File: config.mk
export PLATFORM = sky130hd
export DESIGN_NAME = ecs_top
export DESIGN_NICKNAME = d
export VERILOG_FILES = /design/src/hw/ecs_pkg.sv /design/src/hw/ecs_delay.sv /design/src/hw/ecs_top.sv
export SDC_FILE = /design/constraint.sdc
export NUM_CORES = 1
export LEC_CHECK = 0
export BUFFER_PORTS_ARGS = -buffer_cell sky130_fd_sc_hd__buf_2
export CORE_MARGIN = 1.5
export CORE_UTILIZATION = 60
export DETAILED_ROUTE_END_ITERATION = 6
export PLACE_DENSITY = 0.78
export REMOVE_ABC_BUFFERS = 1
export SYNTH_ARGS = -nofsm -noshare
export SYNTH_HDL_FRONTEND = slang
export SYNTH_SLANG_ARGS = --single-unit
export TNS_END_PERCENT = 5
File: constraint.sdc
create_clock -name SYS_CLK -period 12.68 [get_ports SYS_CLK]
set_input_delay 1.268 -clock SYS_CLK [delete_from_list [all_inputs] [get_ports SYS_CLK]]
set_output_delay 1.268 -clock SYS_CLK [all_outputs]
set_load 0.1 [all_outputs]
File: src/hw/ecs_pkg.sv
// package: constants, modes and carrier types for the cycle synchronizer
package ecs_pkg;
    // operation modes
    typedef enum logic [0:0] {
        ECS_OP_PLAIN = 1'b0, // ordinary cyclic, no constant period
        ECS_OP_EQUI  = 1'b1  // equidistant_motion_mode
    } ecs_op_t;
    // source of the cycle sync pulse
    typedef enum logic [1:0] {
        ECS_SYNC_HOST  = 2'b00, // sync disabled, host is master
        ECS_SYNC_SLAVE = 2'b01, // pulse from hardware link
        ECS_SYNC_MASTER = 2'b10 // block makes the pulse
    } ecs_sync_t;
    // register offsets
    localparam logic [3:0] ECS_REG_CTRL   = 4'h0;
    localparam logic [3:0] ECS_REG_CYCLE  = 4'h1;
    localparam logic [3:0] ECS_REG_ACCESS = 4'h2;
    localparam logic [3:0] ECS_REG_WINDOW = 4'h3;
    localparam logic [3:0] ECS_REG_STATUS = 4'h4;
    localparam logic [3:0] ECS_REG_COUNT  = 4'h5;
    // control fields
    localparam int ECS_CTRL_OP_BIT    = 0;
    localparam int ECS_CTRL_SYNC_LSB  = 1;
    localparam int ECS_CTRL_CLR_BIT   = 3;
    // status fields
    localparam int ECS_ST_LOCK_BIT    = 0;
    localparam int ECS_ST_LOST_BIT    = 1;
    // reset values, in cycles of SYS_CLK (25 MHz)
    localparam int CLK_MHZ = 25;
    localparam int CYCLE_US_DEF = 1000;
    localparam logic [23:0] ECS_CYCLE_RST  = 24'(CYCLE_US_DEF * CLK_MHZ);
    // access offset reset: 15 percent of the cycle
    localparam int ACCESS_PCT = 15;
    localparam logic [23:0] ECS_ACCESS_RST =
        24'(CYCLE_US_DEF * CLK_MHZ * ACCESS_PCT / 100);
    // capture window: 10 percent of access, capped at 50 us
    localparam int WINDOW_MAX_US = 50;
    localparam logic [23:0] ECS_WINDOW_MAX = 24'(WINDOW_MAX_US * CLK_MHZ);
    localparam logic [23:0] ECS_WINDOW_RST = 24'(ECS_ACCESS_RST / 10);
    // sync pulse length, in SYS_CLK cycles
    localparam logic [7:0] ECS_PULSE_LEN = 8'h04;
    // register bus request
    typedef struct packed {
        logic [3:0]  addr;
        logic [31:0] wdata;
        logic        wr;
        logic        rd;
    } ecs_bus_t;
endpackage

File: src/hw/ecs_delay.sv
// module: programmable one-shot delay timer used for access offsets
`timescale 1ns/1ps
`default_nettype none
module ecs_delay #(
    parameter int W = 24 // counter width
) (
    input  wire logic         SYS_CLK,  // block clock
    input  wire logic         SYS_RST,  // sync reset, high
    input  wire logic         start,    // pulse: arm the timer
    input  wire logic [W-1:0] dly,      // delay in cycles
    output logic              fire      // pulse when delay runs out
);
    logic [W-1:0] cnt_r;   // remaining cycles
    logic [W-1:0] cnt_nxt;
    logic         run_r;   // timer armed
    logic         run_nxt;
    logic         fire_r;
    logic         fire_nxt;

    // next state: a new start restarts the count
    always_comb begin
        cnt_nxt  = cnt_r;
        run_nxt  = run_r;
        fire_nxt = 1'b0;
        if (start) begin
            if (dly == '0) begin
                fire_nxt = 1'b1; // zero delay fires at once
                run_nxt  = 1'b0;
            end else begin
                cnt_nxt = dly - W'(1);
                run_nxt = 1'b1;
            end
        end else if (run_r) begin
            if (cnt_r == '0) begin
                fire_nxt = 1'b1;
                run_nxt  = 1'b0;
            end else begin
                cnt_nxt = cnt_r - W'(1);
            end
        end
    end

    // registers only
    always_ff @(posedge SYS_CLK) begin
        if (SYS_RST) begin
            cnt_r  <= '0;
            run_r  <= 1'b0;
            fire_r <= 1'b0;
        end else begin
            cnt_r  <= cnt_nxt;
            run_r  <= run_nxt;
            fire_r <= fire_nxt;
        end
    end

    assign fire = fire_r;
endmodule
`default_nettype wire

File: src/hw/ecs_top.sv
// module: equidistant bus cycle synchronizer with register port
//
// The implementer's own choices: the placing of the registers and strobed register access.
`timescale 1ns/1ps
`default_nettype none
module ecs_top
#(
    parameter int W = 24 // timer width
) (
    input  wire logic        SYS_CLK,     // block clock, 25 MHz
    input  wire logic        SYS_RST,     // sync reset, active high
    input  wire logic [3:0]  ADDR,        // register index
    input  wire logic [31:0] WDATA,       // write data
    input  wire logic        WR,          // write strobe
    input  wire logic        RD,          // read strobe
    output logic      [31:0] RDATA,       // read data, cycle after RD
    input  wire logic        HOST_SYNC,   // host sync pulse
    input  wire logic        LINK_SYNC_IN,  // link pulse from master
    input  wire logic        BUS_DISTURB, // bus disturbance seen
    output logic             CYCLE_START, // pulse: bus cycle begins
    output logic             GC_SEND,     // pulse: send global control
    output logic             LINK_SYNC_OUT, // link pulse to slaves
    output logic             HOST_SYNC_OUT  // pulse to host task
);
    import ecs_pkg::*;

    ecs_bus_t bus;
    assign bus = '{addr: ADDR, wdata: WDATA, wr: WR, rd: RD};

    // configuration registers
    ecs_op_t     op_r, op_nxt;          // operation mode
    ecs_sync_t   sync_r, sync_nxt;      // sync source
    logic [W-1:0] cycle_r, cycle_nxt;   // cycle period in clocks
    logic [W-1:0] access_r, access_nxt; // access offset in clocks
    logic [W-1:0] window_r, window_nxt; // capture window in clocks
    logic [31:0] rdata_r, rdata_nxt;    // read data register
    // cycle engine state
    logic [W-1:0] phase_r, phase_nxt;   // position in the cycle
    logic        lock_r, lock_nxt;      // locked to external pulse, or running as sync master
    logic        lost_r, lost_nxt;      // sticky loss flag
    logic [15:0] ncyc_r, ncyc_nxt;      // cycle counter
    logic        start_r, start_nxt;    // cycle start pulse
    logic [7:0]  pls_r, pls_nxt;        // sync pulse stretch
    logic        hso_r, hso_nxt;        // host sync out
    logic        ext_fire;              // delayed external pulse
    logic        own_fire;              // own host pulse at zero offset (master)
    logic        mst_fire;              // bus start delayed by offset
    logic        ext_go;                // external reference arrives
    logic        wrap;                  // free-running period end

    // window capped at 50 us whatever software writes
    function automatic logic [W-1:0] clamp_win(input logic [31:0] v);
        if (v[W-1:0] > W'(ECS_WINDOW_MAX))
            return W'(ECS_WINDOW_MAX);
        return v[W-1:0];
    endfunction

    // host pulse delayed by the access offset before a cycle starts
    ecs_delay #(.W(W)) u_host_dly (
        .SYS_CLK (SYS_CLK),
        .SYS_RST (SYS_RST),
        .start   (HOST_SYNC && sync_r == ECS_SYNC_HOST),
        .dly     (access_r),
        .fire    (ext_fire)
    );

    // own pulse for the host at zero offset, taken straight from the cycle start
    assign own_fire = (sync_r == ECS_SYNC_MASTER) && start_r &&
                      (access_r == '0);

    // external reference, by mode; slave mode uses no timing value
    always_comb begin
        case (sync_r)
            ECS_SYNC_HOST:  ext_go = ext_fire;
            ECS_SYNC_SLAVE: ext_go = LINK_SYNC_IN;
            default:        ext_go = 1'b0;
        endcase
    end

    assign wrap = (phase_r >= cycle_r - W'(1));

    // register port next values and reads
    always_comb begin
        op_nxt     = op_r;
        sync_nxt   = sync_r;
        cycle_nxt  = cycle_r;
        access_nxt = access_r;
        window_nxt = window_r;
        rdata_nxt  = '0;
        if (bus.wr) begin
            if (bus.addr == ECS_REG_CTRL) begin
                op_nxt   = ecs_op_t'(bus.wdata[ECS_CTRL_OP_BIT]);
                sync_nxt = ecs_sync_t'(bus.wdata[ECS_CTRL_SYNC_LSB +: 2]);
            end else if (bus.addr == ECS_REG_CYCLE) begin
                cycle_nxt = bus.wdata[W-1:0];
            end else if (bus.addr == ECS_REG_ACCESS) begin
                access_nxt = bus.wdata[W-1:0];
            end else if (bus.addr == ECS_REG_WINDOW) begin
                window_nxt = clamp_win(bus.wdata); // cap
            end
        end
        if (bus.rd) begin
            if (bus.addr == ECS_REG_CTRL) begin
                rdata_nxt[ECS_CTRL_OP_BIT] = op_r;
                rdata_nxt[ECS_CTRL_SYNC_LSB +: 2] = sync_r;
            end else if (bus.addr == ECS_REG_CYCLE) begin
                rdata_nxt[W-1:0] = cycle_r;
            end else if (bus.addr == ECS_REG_ACCESS) begin
                rdata_nxt[W-1:0] = access_r;
            end else if (bus.addr == ECS_REG_WINDOW) begin
                rdata_nxt[W-1:0] = window_r;
            end else if (bus.addr == ECS_REG_STATUS) begin
                rdata_nxt[ECS_ST_LOCK_BIT] = lock_r;
                rdata_nxt[ECS_ST_LOST_BIT] = lost_r;
            end else if (bus.addr == ECS_REG_COUNT) begin
                rdata_nxt[15:0] = ncyc_r;
            end
            // unmapped index reads zero
        end
    end

    // cycle engine
    always_comb begin
        phase_nxt = phase_r + W'(1);
        lock_nxt  = lock_r;
        lost_nxt  = lost_r;
        // clear applied first, so any set later in this pass wins
        if (bus.wr && bus.addr == ECS_REG_CTRL && bus.wdata[ECS_CTRL_CLR_BIT])
            lost_nxt = 1'b0;
        ncyc_nxt  = ncyc_r;
        start_nxt = 1'b0;
        if (op_r != ECS_OP_EQUI) begin
            // plain mode: no constant cycle, nothing started here
            phase_nxt = '0;
            lock_nxt  = 1'b0;
        end else if (sync_r == ECS_SYNC_MASTER) begin
            // free-running constant period
            lock_nxt = 1'b1;
            if (wrap) begin
                phase_nxt = '0;
                start_nxt = 1'b1;
            end
        end else if (ext_go) begin
            // reference outside window around expected start flags a loss, lock is kept
            if (!(wrap || phase_r <= window_r ||
                  phase_r + window_r >= cycle_r - W'(1)) && lock_r)
                lost_nxt = 1'b1;
            lock_nxt  = 1'b1;
            phase_nxt = '0;
            start_nxt = 1'b1;
        end else if (lock_r && phase_r >= cycle_r + window_r) begin
            lock_nxt  = 1'b0; // reference missing
            lost_nxt  = 1'b1;
            phase_nxt = '0;
        end else if (!lock_r) begin
            phase_nxt = '0;
        end
        if (start_nxt)
            ncyc_nxt = ncyc_r + 16'h0001;
        if (op_r == ECS_OP_EQUI && BUS_DISTURB && lock_r)
            lost_nxt = 1'b1;
    end

    // sync master outputs: link pulse and delayed host pulse
    always_comb begin
        pls_nxt = (pls_r != '0) ? pls_r - 8'h01 : '0;
        hso_nxt = 1'b0;
        if (op_r == ECS_OP_EQUI && sync_r == ECS_SYNC_MASTER) begin
            if (start_r)
                pls_nxt = ECS_PULSE_LEN;
            if (own_fire || mst_fire)
                hso_nxt = 1'b1;
        end else begin
            pls_nxt = '0;
        end
    end

    // bus cycle start delayed by the offset, host pulse in master mode
    ecs_delay #(.W(W)) u_mst_dly (
        .SYS_CLK (SYS_CLK),
        .SYS_RST (SYS_RST),
        .start   (start_r && sync_r == ECS_SYNC_MASTER && access_r != '0),
        .dly     (access_r - W'(1)),
        .fire    (mst_fire)
    );

    // all registers but the outputs
    always_ff @(posedge SYS_CLK) begin
        if (SYS_RST) begin
            op_r     <= ECS_OP_PLAIN;
            sync_r   <= ECS_SYNC_HOST;
            cycle_r  <= ECS_CYCLE_RST[W-1:0];
            access_r <= ECS_ACCESS_RST[W-1:0];
            window_r <= ECS_WINDOW_RST[W-1:0];
            rdata_r  <= '0;
            phase_r  <= '0;
            lock_r   <= 1'b0;
            lost_r   <= 1'b0;
            ncyc_r   <= '0;
            start_r  <= 1'b0;
            pls_r    <= '0;
            hso_r    <= 1'b0;
        end else begin
            op_r     <= op_nxt;
            sync_r   <= sync_nxt;
            cycle_r  <= cycle_nxt;
            access_r <= access_nxt;
            window_r <= window_nxt;
            rdata_r  <= rdata_nxt;
            phase_r  <= phase_nxt;
            lock_r   <= lock_nxt;
            lost_r   <= lost_nxt;
            ncyc_r   <= ncyc_nxt;
            start_r  <= start_nxt;
            pls_r    <= pls_nxt;
            hso_r    <= hso_nxt;
        end
    end

    // outputs, all from flops
    always_ff @(posedge SYS_CLK) begin
        if (SYS_RST) begin
            CYCLE_START   <= 1'b0;
            GC_SEND       <= 1'b0;
            LINK_SYNC_OUT <= 1'b0;
            HOST_SYNC_OUT <= 1'b0;
        end else begin
            CYCLE_START   <= start_r;
            GC_SEND       <= start_r; // broadcast at cycle start
            LINK_SYNC_OUT <= (pls_r != '0);
            HOST_SYNC_OUT <= hso_r;
        end
    end
    assign RDATA = rdata_r;

    // assertions
    property p_gc_start;
        @(posedge SYS_CLK) disable iff (SYS_RST)
        start_r |=> (GC_SEND && CYCLE_START);
    endproperty
    a_gc_start: assert property (p_gc_start)
        else $error("global control not sent at cycle start");
    property p_plain_idle;
        @(posedge SYS_CLK) disable iff (SYS_RST)
        (op_r == ECS_OP_PLAIN && $past(op_r) == ECS_OP_PLAIN) |-> !start_r;
    endproperty
    a_plain_idle: assert property (p_plain_idle)
        else $error("cycle started outside equidistant mode");
    property p_slave_follow;
        @(posedge SYS_CLK) disable iff (SYS_RST)
        (op_r == ECS_OP_EQUI && sync_r == ECS_SYNC_SLAVE && LINK_SYNC_IN)
        |=> start_r ##1 CYCLE_START;
    endproperty
    a_slave_follow: assert property (p_slave_follow)
        else $error("slave did not follow link pulse");
    property p_master_link;
        @(posedge SYS_CLK) disable iff (SYS_RST)
        (op_r == ECS_OP_EQUI && sync_r == ECS_SYNC_MASTER && start_r &&
         $stable(sync_r)) |-> ##2 LINK_SYNC_OUT;
    endproperty
    a_master_link: assert property (p_master_link)
        else $error("master link pulse missing");
    property p_win_cap;
        @(posedge SYS_CLK) disable iff (SYS_RST)
        window_r <= W'(ECS_WINDOW_MAX);
    endproperty
    a_win_cap: assert property (p_win_cap)
        else $error("capture window above cap");
    property p_lost_sticky;
        @(posedge SYS_CLK) disable iff (SYS_RST)
        (lost_r && !(bus.wr && bus.addr == ECS_REG_CTRL)) |=> lost_r;
    endproperty
    a_lost_sticky: assert property (p_lost_sticky)
        else $error("loss flag dropped without clear");

    property p_disturb;
        @(posedge SYS_CLK) disable iff (SYS_RST)
        (op_r == ECS_OP_EQUI && BUS_DISTURB && lock_r) |=> lost_r;
    endproperty
    a_disturb: assert property (p_disturb)
        else $error("disturbance not flagged");

    property p_host_zero;
        @(posedge SYS_CLK) disable iff (SYS_RST)
        (op_r == ECS_OP_EQUI && sync_r == ECS_SYNC_HOST && HOST_SYNC &&
         access_r == '0 && $stable(sync_r)) |-> ##2 start_r;
    endproperty
    a_host_zero: assert property (p_host_zero)
        else $error("host pulse did not start cycle");
endmodule
`default_nettype wire

==> impl_summary.log, run 1 <==
[metrics] status: finished clean
[metrics] utilization after layout: 65.6%
[metrics] detail-routed via count per cell: 6.33
[metrics] routed wire length: 44,000 µm
[metrics] Clk Latency, worst-skew pair: 0.53 ns
[metrics] average detailed-routed wire length per instance: 18.7 µm
[metrics] unrepaired setup endpoints after global routing: false
[metrics] all-layer global routing usage: 32.7%
[metrics] clock sinks: 206
[metrics] portion of total power attributed to sequential cells: 41.8%
[metrics] maximum resistive drop on vdd: 0.0995 mV
[metrics] setup slack on the worst flop-to-flop path: 6.47 ns
[metrics] multi-input combinational cell area: 10,500 µm²
[metrics] placer congestion estimate: 0.962
[metrics] total negative slack: 0 ns
[metrics] H-tree depth: 1
[metrics] drt pass-1 iters: 5
[metrics] Worst Path Max Fanout: 24
[metrics] setup clock skew after layout: 0.00894 ns
[metrics] vias after detailed routing: 14.9k
[metrics] Filler Cell Count: 2,241
[metrics] Cell Area, Synth: 15,400 µm²
[metrics] power per cell area: 98.4 nW/µm²
[metrics] global-route congestion overflow total: 0
[metrics] post-CTS clock slew at the launch and capture registers of the worst setup and hold paths: 0.06 ns
[metrics] # resized after CTS: 0
[metrics] Total Die Area: 26,600 µm²
[metrics] share of cells above drive strength 1: 8.12%
[metrics] sequential area share after synthesis: 26.8%
[metrics] starting density of the core: 61.0%
[metrics] Synth Warn #: 0
[metrics] dominant synthesized flop cell: sky130_fd_sc_hd__dfxtp_1
[metrics] number of core rows: 58
[metrics] fraction of power spent switching nets: 28.3%
[metrics] Static Leak: 6.81 nW
[metrics] Post-layout nets: 2,197
[metrics] post-CTS setup-driven buffer insertion count: 0
[metrics] clock buffer depth: 3
[metrics] clock share of power: 44.0%
[metrics] number of instances in the synthesized netlist: 2,013
[metrics] register cell area after layout: 4120 µm²
[metrics] Max Slew Vio Count: 0
[metrics] most frequent standard cell in the layout excluding fill and tap cells: sky130_fd_sc_hd__nor2_1
[metrics] endpoints failing setup: 0
[metrics] arrival time of data at the critical path endpoint: 6.57 ns
[metrics] via count of the first global-routing pass: 13.5k
[metrics] minimum clock period: 6.21 ns
[metrics] area of the core: 25,200 µm²
[metrics] global-route wire length before repair: 70,200 µm
[metrics] total instance count after detailed placement: 2,306
[metrics] number of distinct library cells after synthesis: 90
[metrics] CTS Hold Bufs: 0
[metrics] Slew @ Worst Pin: 1.18 ns
[metrics] CTS root buffer: sky130_fd_sc_hd__clkbuf_16
[metrics] Detailed Route Iter0 Violations: 1,510
[metrics] synthesized area per cell: 7.64 µm²
[metrics] switching component of the power: 0.460 mW
[metrics] flip-flop and latch count after synthesis: 206
[metrics] worst setup path category: flip-flop to flip-flop
[metrics] Max-Slew Margin vs Limit: 21.2%
[metrics] startpoint kind of the worst setup timing path: flip-flop
[metrics] top library cells by usage in the layout, fill and taps aside: sky130_fd_sc_hd__nor2_1, sky130_fd_sc_hd__dfxtp_1, sky130_fd_sc_hd__nand2_1, sky130_fd_sc_hd__a21oi_1, sky130_fd_sc_hd__ha_1
[metrics] die boundary height: 163 µm
[metrics] crit end category: flip-flop
[metrics] final number of hold-violating endpoints: 0
[metrics] area delta synth->final: 7.43%
[metrics] FMAX: 0.161 GHz
[metrics] antenna violations before repair: 1
[metrics] combinational fraction of design power: 14.2%
[metrics] filler-free cell count of the finished design: 2,351
[metrics] CTS Buf Count: 24
[metrics] post-route fraction of the period consumed by the critical path: 49.0%
[metrics] CP required: 13.04 ns
[metrics] class of the tightest hold or removal check: flip-flop to flip-flop
[metrics] DIE WIDTH: 163 µm
[metrics] asr flop ratio synth: 0%
[metrics] Internal Power: 1.17 mW
[metrics] top-level I/O count: 79
[metrics] detailed placer's ending HPWL: 32,600 µm
[metrics] Post-route DRC: 0
[metrics] max-capacitance violation count: 0
[metrics] remaining antenna violation count: 0
[metrics] maximum number of pins on one net before global-route repair: 81
[metrics] CTS tree: yes
[metrics] count of flip-flops with a built-in enable after synthesis: 0
[metrics] port bufs: 62
## layer usage
layer | wire length [µm] | global-route usage (%) | vias up
li1 | - | - | 7176
met1 | 19800 | 46.8 | 6938
met2 | 18900 | 49.7 | 661
met3 | 3780 | 4.52 | 102
met4 | 1520 | 12.1 | 0
met5 | 0 | 0 | -
## critical path: stages (launching register included)
cell                        delay [ns]
sky130_fd_sc_hd__dfxtp_1          0.51
sky130_fd_sc_hd__ha_1             0.31
sky130_fd_sc_hd__a211oi_1         0.30
sky130_fd_sc_hd__o21ai_0          0.21
sky130_fd_sc_hd__a2111oi_0        0.80
sky130_fd_sc_hd__o31ai_1          0.22
sky130_fd_sc_hd__a21oi_1          0.27
sky130_fd_sc_hd__a21oi_1          0.20
sky130_fd_sc_hd__a21o_1           0.22
sky130_fd_sc_hd__a21oi_1          0.17
sky130_fd_sc_hd__xor2_1           0.11
sky130_fd_sc_hd__ha_1             0.31
sky130_fd_sc_hd__nand4_1          0.10
sky130_fd_sc_hd__nor2_1           0.21
sky130_fd_sc_hd__nand3_1          0.16
sky130_fd_sc_hd__a211o_1          0.30
sky130_fd_sc_hd__a41o_1           0.34
sky130_fd_sc_hd__and3b_1          0.21
sky130_fd_sc_hd__o21ai_2          0.89
sky130_fd_sc_hd__nor2_1           0.17
## cell usage after synthesis (10+ instances only)
master	n	area share [%]
sky130_fd_sc_hd__nor2_1	250	6.1
sky130_fd_sc_hd__dfxtp_1	206	27
sky130_fd_sc_hd__nand2_1	206	5.0
sky130_fd_sc_hd__a21oi_1	166	5.4
sky130_fd_sc_hd__ha_1	150	12
sky130_fd_sc_hd__clkbuf_1	86	2.1
sky130_fd_sc_hd__nor3_1	86	2.8
sky130_fd_sc_hd__o21ai_0	81	2.6
sky130_fd_sc_hd__xnor2_1	80	4.6
sky130_fd_sc_hd__inv_1	71	1.7
sky130_fd_sc_hd__nand3_1	48	1.6
sky130_fd_sc_hd__xor2_1	43	2.5
sky130_fd_sc_hd__a21o_1	36	1.8
sky130_fd_sc_hd__nand4_1	34	1.4
sky130_fd_sc_hd__nor4_1	33	1.3
sky130_fd_sc_hd__a22oi_1	28	1.4
sky130_fd_sc_hd__a31oi_1	26	1.1
sky130_fd_sc_hd__nor2b_1	26	1.1
sky130_fd_sc_hd__or3_1	26	1.1
sky130_fd_sc_hd__o22ai_1	23	0.94
sky130_fd_sc_hd__nand2b_1	21	0.85
sky130_fd_sc_hd__nand3b_1	19	0.93
sky130_fd_sc_hd__and3_1	14	0.57
sky130_fd_sc_hd__o211ai_1	14	0.68
sky130_fd_sc_hd__or4_1	14	0.68
sky130_fd_sc_hd__and2_1	13	0.53
sky130_fd_sc_hd__o21ai_1	12	0.39
sky130_fd_sc_hd__a211oi_1	11	0.54
sky130_fd_sc_hd__mux2_2	11	0.81
sky130_fd_sc_hd__buf_2	10	0.33
sky130_fd_sc_hd__o21bai_1	10	0.49
## metrics by stage
stage / instance area (µm²) / power [mW] / setup WS, ns / hold slack [ns]
global placement: 15700 / 0.909 / 6.95 / 0.425
detailed placement: 15700 / 0.917 / 6.76 / 0.426
floorplan: 14900 / 0.853 / 7.03 / 0.413
CTS: 16500 / 1.63 / 6.65 / 0.439
global route: 16500 / 1.69 / 6.17 / 0.452
finish: 16500 / 1.63 / 6.47 / 0.440
## cell type report
type                    instances  share of cell area (%)
multi-input cells            1628                    63.6
flip-flops and latches        206                    25.0
clock buffers                  33                    4.21
well taps                     330                    2.50
repair buffers                 71                    2.30
inverters                      71                    1.61
clock inverters                10                   0.743
diodes                          2                  0.0303
## path summary, 6_finish.rpt
path	from	to	cells past startpoint
setup / recovery	window_r[1]	phase_r[16]	19
hold / removal	hso_r	HOST_SYNC_OUT	1
setup reg to reg	window_r[1]	phase_r[16]	19
hold reg to reg	hso_r	HOST_SYNC_OUT	1
## power groups by stage
stage	sequential [mW]	combinational (mW)	clock [mW]
final	0.679	0.231	0.716
after floorplan	0.693	0.159	0
after global routing	0.680	0.253	0.751
after CTS	0.678	0.226	0.724
after detailed placement	0.692	0.225	0
after global placement	0.692	0.217	0
## logic make-up (layout without fill, tap and decap cells)
logic type      after synthesis  in the layout  share of synthesized area [%]
compound gates              495            495                           20.6
xor+xnor                    123            123                           7.01
fa+ha+maj                   152            152                           12.5
buf+inv                     186            185                           5.14
flops                       206            206                           26.8
mux                          19             19                           1.33
other cells                   1             10                         0.0244
simple gates                831            831                           26.6
## flip-flops by register name (all words and copies together), names as in the netlist
signal            flops
RDATA                24
access_r             24
cycle_r              24
phase_r              24
u_host_dly.cnt_r     24
u_mst_dly.cnt_r      24
window_r             24
ncyc_r               16
pls_r                 8
sync_r                2
GC_SEND               1
HOST_SYNC_OUT         1
LINK_SYNC_OUT         1
hso_r                 1
lock_r                1
lost_r                1
op_r                  1
start_r               1
u_host_dly.fire       1
u_host_dly.run_r      1
u_mst_dly.fire        1
u_mst_dly.run_r       1
Note: power is estimated with default switching activity, not from simulation.
==> inputs of run 2 (changes only) <==
Clock period 12.68 ns to 6.5 ns, I/O delays scaled along.
==> run 2 against run 1 <==
Sequential cell count did not move; critical path depth increased by 1; first-iteration DRC count rose by 5.4%; register-to-register slack worse by 5.3 ns; sequential power increased by 94%.
==> impl_summary.log, run 2 (synthesis results as in run 1) <==
[metrics] endpoints failing setup: 0
[metrics] antenna violations before repair: 1
[metrics] worst hold path endpoint: cycle_r[14]
[metrics] worst setup path category: flip-flop to flip-flop
[metrics] detailed placer's ending HPWL: 32,500 µm
[metrics] PnR Total Power: 3.13 mW
[metrics] post-CTS clock slew at the launch and capture registers of the worst setup and hold paths: 0.06 ns
[metrics] launch instance of the worst min-delay path: WDATA[14]
[metrics] utilization after layout: 65.4%
[metrics] startpoint kind of the worst setup timing path: flip-flop
[metrics] remaining antenna violation count: 0
[metrics] post-CTS setup-driven buffer insertion count: 0
[metrics] number of core rows: 58
[metrics] maximum number of pins on one net before global-route repair: 92
[metrics] Total Die Area: 26,600 µm²
[metrics] arrival time of data at the critical path endpoint: 5.79 ns
[metrics] top-level I/O count: 79
[metrics] DIE WIDTH: 163 µm
[metrics] CTS Buf Count: 24
[metrics] sum of buffers and inverters on the critical path: 2
[metrics] setup clock skew after layout: 0.0118 ns
[metrics] Static Leak: 6.77 nW
[metrics] H-tree depth: 1
[metrics] Worst Reg2Reg Path Length in Cells: 20
[metrics] slowest cell on the critical path: sky130_fd_sc_hd__o41ai_1
[metrics] max-capacitance violation count: 0
[metrics] drt pass-1 iters: 6
[metrics] delay of the slowest critical-path stage: 0.68 ns
[metrics] Clk Latency, worst-skew pair: 0.53 ns
[metrics] Post-layout nets: 2,196
[metrics] area of the core: 25,200 µm²
[metrics] setup slack on the worst flop-to-flop path: 1.12 ns
[metrics] CTS Hold Bufs: 0
[metrics] global-route congestion overflow total: 0
[metrics] startpoint of the worst register-to-register path: cycle_r[0]
[metrics] CTS root buffer: sky130_fd_sc_hd__clkbuf_16
[metrics] minimum clock period: 5.38 ns
[metrics] starting density of the core: 61.0%
[metrics] all-layer global routing usage: 32.1%
[metrics] post-route fraction of the period consumed by the critical path: 82.8%
[metrics] Slew @ Worst Pin: 1.23 ns
[metrics] total negative slack: 0 ns
[metrics] port bufs: 62
[metrics] Top cell by count, worst path: sky130_fd_sc_hd__ha_1
[metrics] largest delay contributor family on the critical path: compound AO/OA/AOI/OAI gates
[metrics] CP required: 6.91 ns
[metrics] die boundary height: 163 µm
[metrics] Max-Slew Margin vs Limit: 17.7%
[metrics] Reg2Reg Capture Point: phase_r[19]
[metrics] vias after detailed routing: 14.8k
[metrics] top library cells by usage in the layout, fill and taps aside: sky130_fd_sc_hd__nor2_1, sky130_fd_sc_hd__dfxtp_1, sky130_fd_sc_hd__nand2_1, sky130_fd_sc_hd__a21oi_1, sky130_fd_sc_hd__ha_1
[metrics] Post-route DRC: 0
[metrics] status: finished clean
[metrics] clock sinks: 206
[metrics] # resized after CTS: 0
[metrics] global-route wire length before repair: 68,700 µm
[metrics] routed wire length: 43,300 µm
[metrics] class of the tightest hold or removal check: input port to flip-flop
[metrics] crit end category: flip-flop
[metrics] average detailed-routed wire length per instance: 18.4 µm
[metrics] Max Slew Vio Count: 0
[metrics] most frequent standard cell in the layout excluding fill and tap cells: sky130_fd_sc_hd__nor2_1
[metrics] FMAX: 0.186 GHz
[metrics] Worst Path Max Fanout: 24
[metrics] area delta synth->final: 7.18%
[metrics] share of cells above drive strength 1: 8.12%
[metrics] detail-routed via count per cell: 6.29
[metrics] CTS tree: yes
[metrics] power per cell area: 190 nW/µm²
[metrics] Detailed Route Iter0 Violations: 1,592
[metrics] Hold Path Cell Cnt: 3
[metrics] final number of hold-violating endpoints: 0
[metrics] clock buffer depth: 3
[metrics] via count of the first global-routing pass: 13.2k
[metrics] placer congestion estimate: 0.930
[metrics] maximum resistive drop on vdd: 0.204 mV
[metrics] unrepaired setup endpoints after global routing: false
[metrics] ordered cell list for the critical path: ha_1 -> inv_1 -> fa_1 -> nor2b_1 -> o31a_1 -> o21ba_2 -> nor4_1 -> o31ai_1 -> o41ai_1 -> o21ai_0 -> nor4b_1 -> a311oi_1 -> ha_1 -> nand3_1 -> a211o_1 -> a41o_1 -> and3b_1 -> o21ai_2 -> buf_4 -> nor2_1
==> run 2: cell types whose count changed in the layout (fill, tap and decap cells not counted), sizes merged <==
cell	before	now
clkbuf	33	31
diode	2	1
inv	73	72
clkinvlp	0	5
bufinv	2	1
buf	71	70
==> run 2: final cells by class <==
cell class              instances  area (µm²)
clock inverters                13         110
multi-input cells            1628       10500
diodes                          1        2.50
well taps                     330         413
repair buffers                 70         373
clock buffers                  31         678
fillers                      2172        8710
inverters                      71         267
flip-flops and latches        206        4120
==> run 2: per-layer routing <==
layer	global-route usage (%)	vias up	wire length, µm
met3	4.19	96	3660
met4	11.0	0	1560
met1	45.9	6892	19400
li1	-	7182	-
met5	0	-	0
met2	49.3	618	18700
==> run 2: worst max-delay path by stage <==
stage | from | endpoint | depth (start not counted)
after floorplan | cycle_r[5] | phase_r[10] | 15
after global placement | window_r[1] | phase_r[16] | 20
after detailed placement | cycle_r[0] | phase_r[4] | 20
after CTS | cycle_r[0] | phase_r[19] | 20
after global routing | cycle_r[0] | phase_r[2] | 20
final | cycle_r[0] | phase_r[19] | 20
==> run 2: report_power, final <==
group | total, mW | internal, mW | switching (mW)
clock | 1.36 | 0.780 | 0.578
combinational | 0.450 | 0.155 | 0.295
sequential | 1.32 | 1.29 | 0.0352
total | 3.13 | 2.22 | 0.908
==> run 2: worst register-to-register path, stage by stage (launching register included) <==
cell                       delay [ns]
sky130_fd_sc_hd__dfxtp_1         0.37
sky130_fd_sc_hd__ha_1            0.26
sky130_fd_sc_hd__inv_1           0.07
sky130_fd_sc_hd__fa_1            0.21
sky130_fd_sc_hd__nor2b_1         0.07
sky130_fd_sc_hd__o31a_1          0.28
sky130_fd_sc_hd__o21ba_2         0.23
sky130_fd_sc_hd__nor4_1          0.34
sky130_fd_sc_hd__o31ai_1         0.18
sky130_fd_sc_hd__o41ai_1         0.68
sky130_fd_sc_hd__o21ai_0         0.37
sky130_fd_sc_hd__nor4b_1         0.40
sky130_fd_sc_hd__a311oi_1        0.11
sky130_fd_sc_hd__ha_1            0.35
sky130_fd_sc_hd__nand3_1         0.08
sky130_fd_sc_hd__a211o_1         0.26
sky130_fd_sc_hd__a41o_1          0.30
sky130_fd_sc_hd__and3b_1         0.20
sky130_fd_sc_hd__o21ai_2         0.11
sky130_fd_sc_hd__buf_4           0.29
sky130_fd_sc_hd__nor2_1          0.11
==> run 2: stage by stage <==
step	setup WS [ns]	cells	hold slack [ns]	area [µm²]
global placement	1.47	2305	0.420	15700
floorplan	0.848	1905	0.413	14900
finish	1.12	2350	0.383	16500
CTS	1.20	2349	0.358	16500
global route	0.844	2350	0.372	16500
detailed placement	1.23	2305	0.420	15700
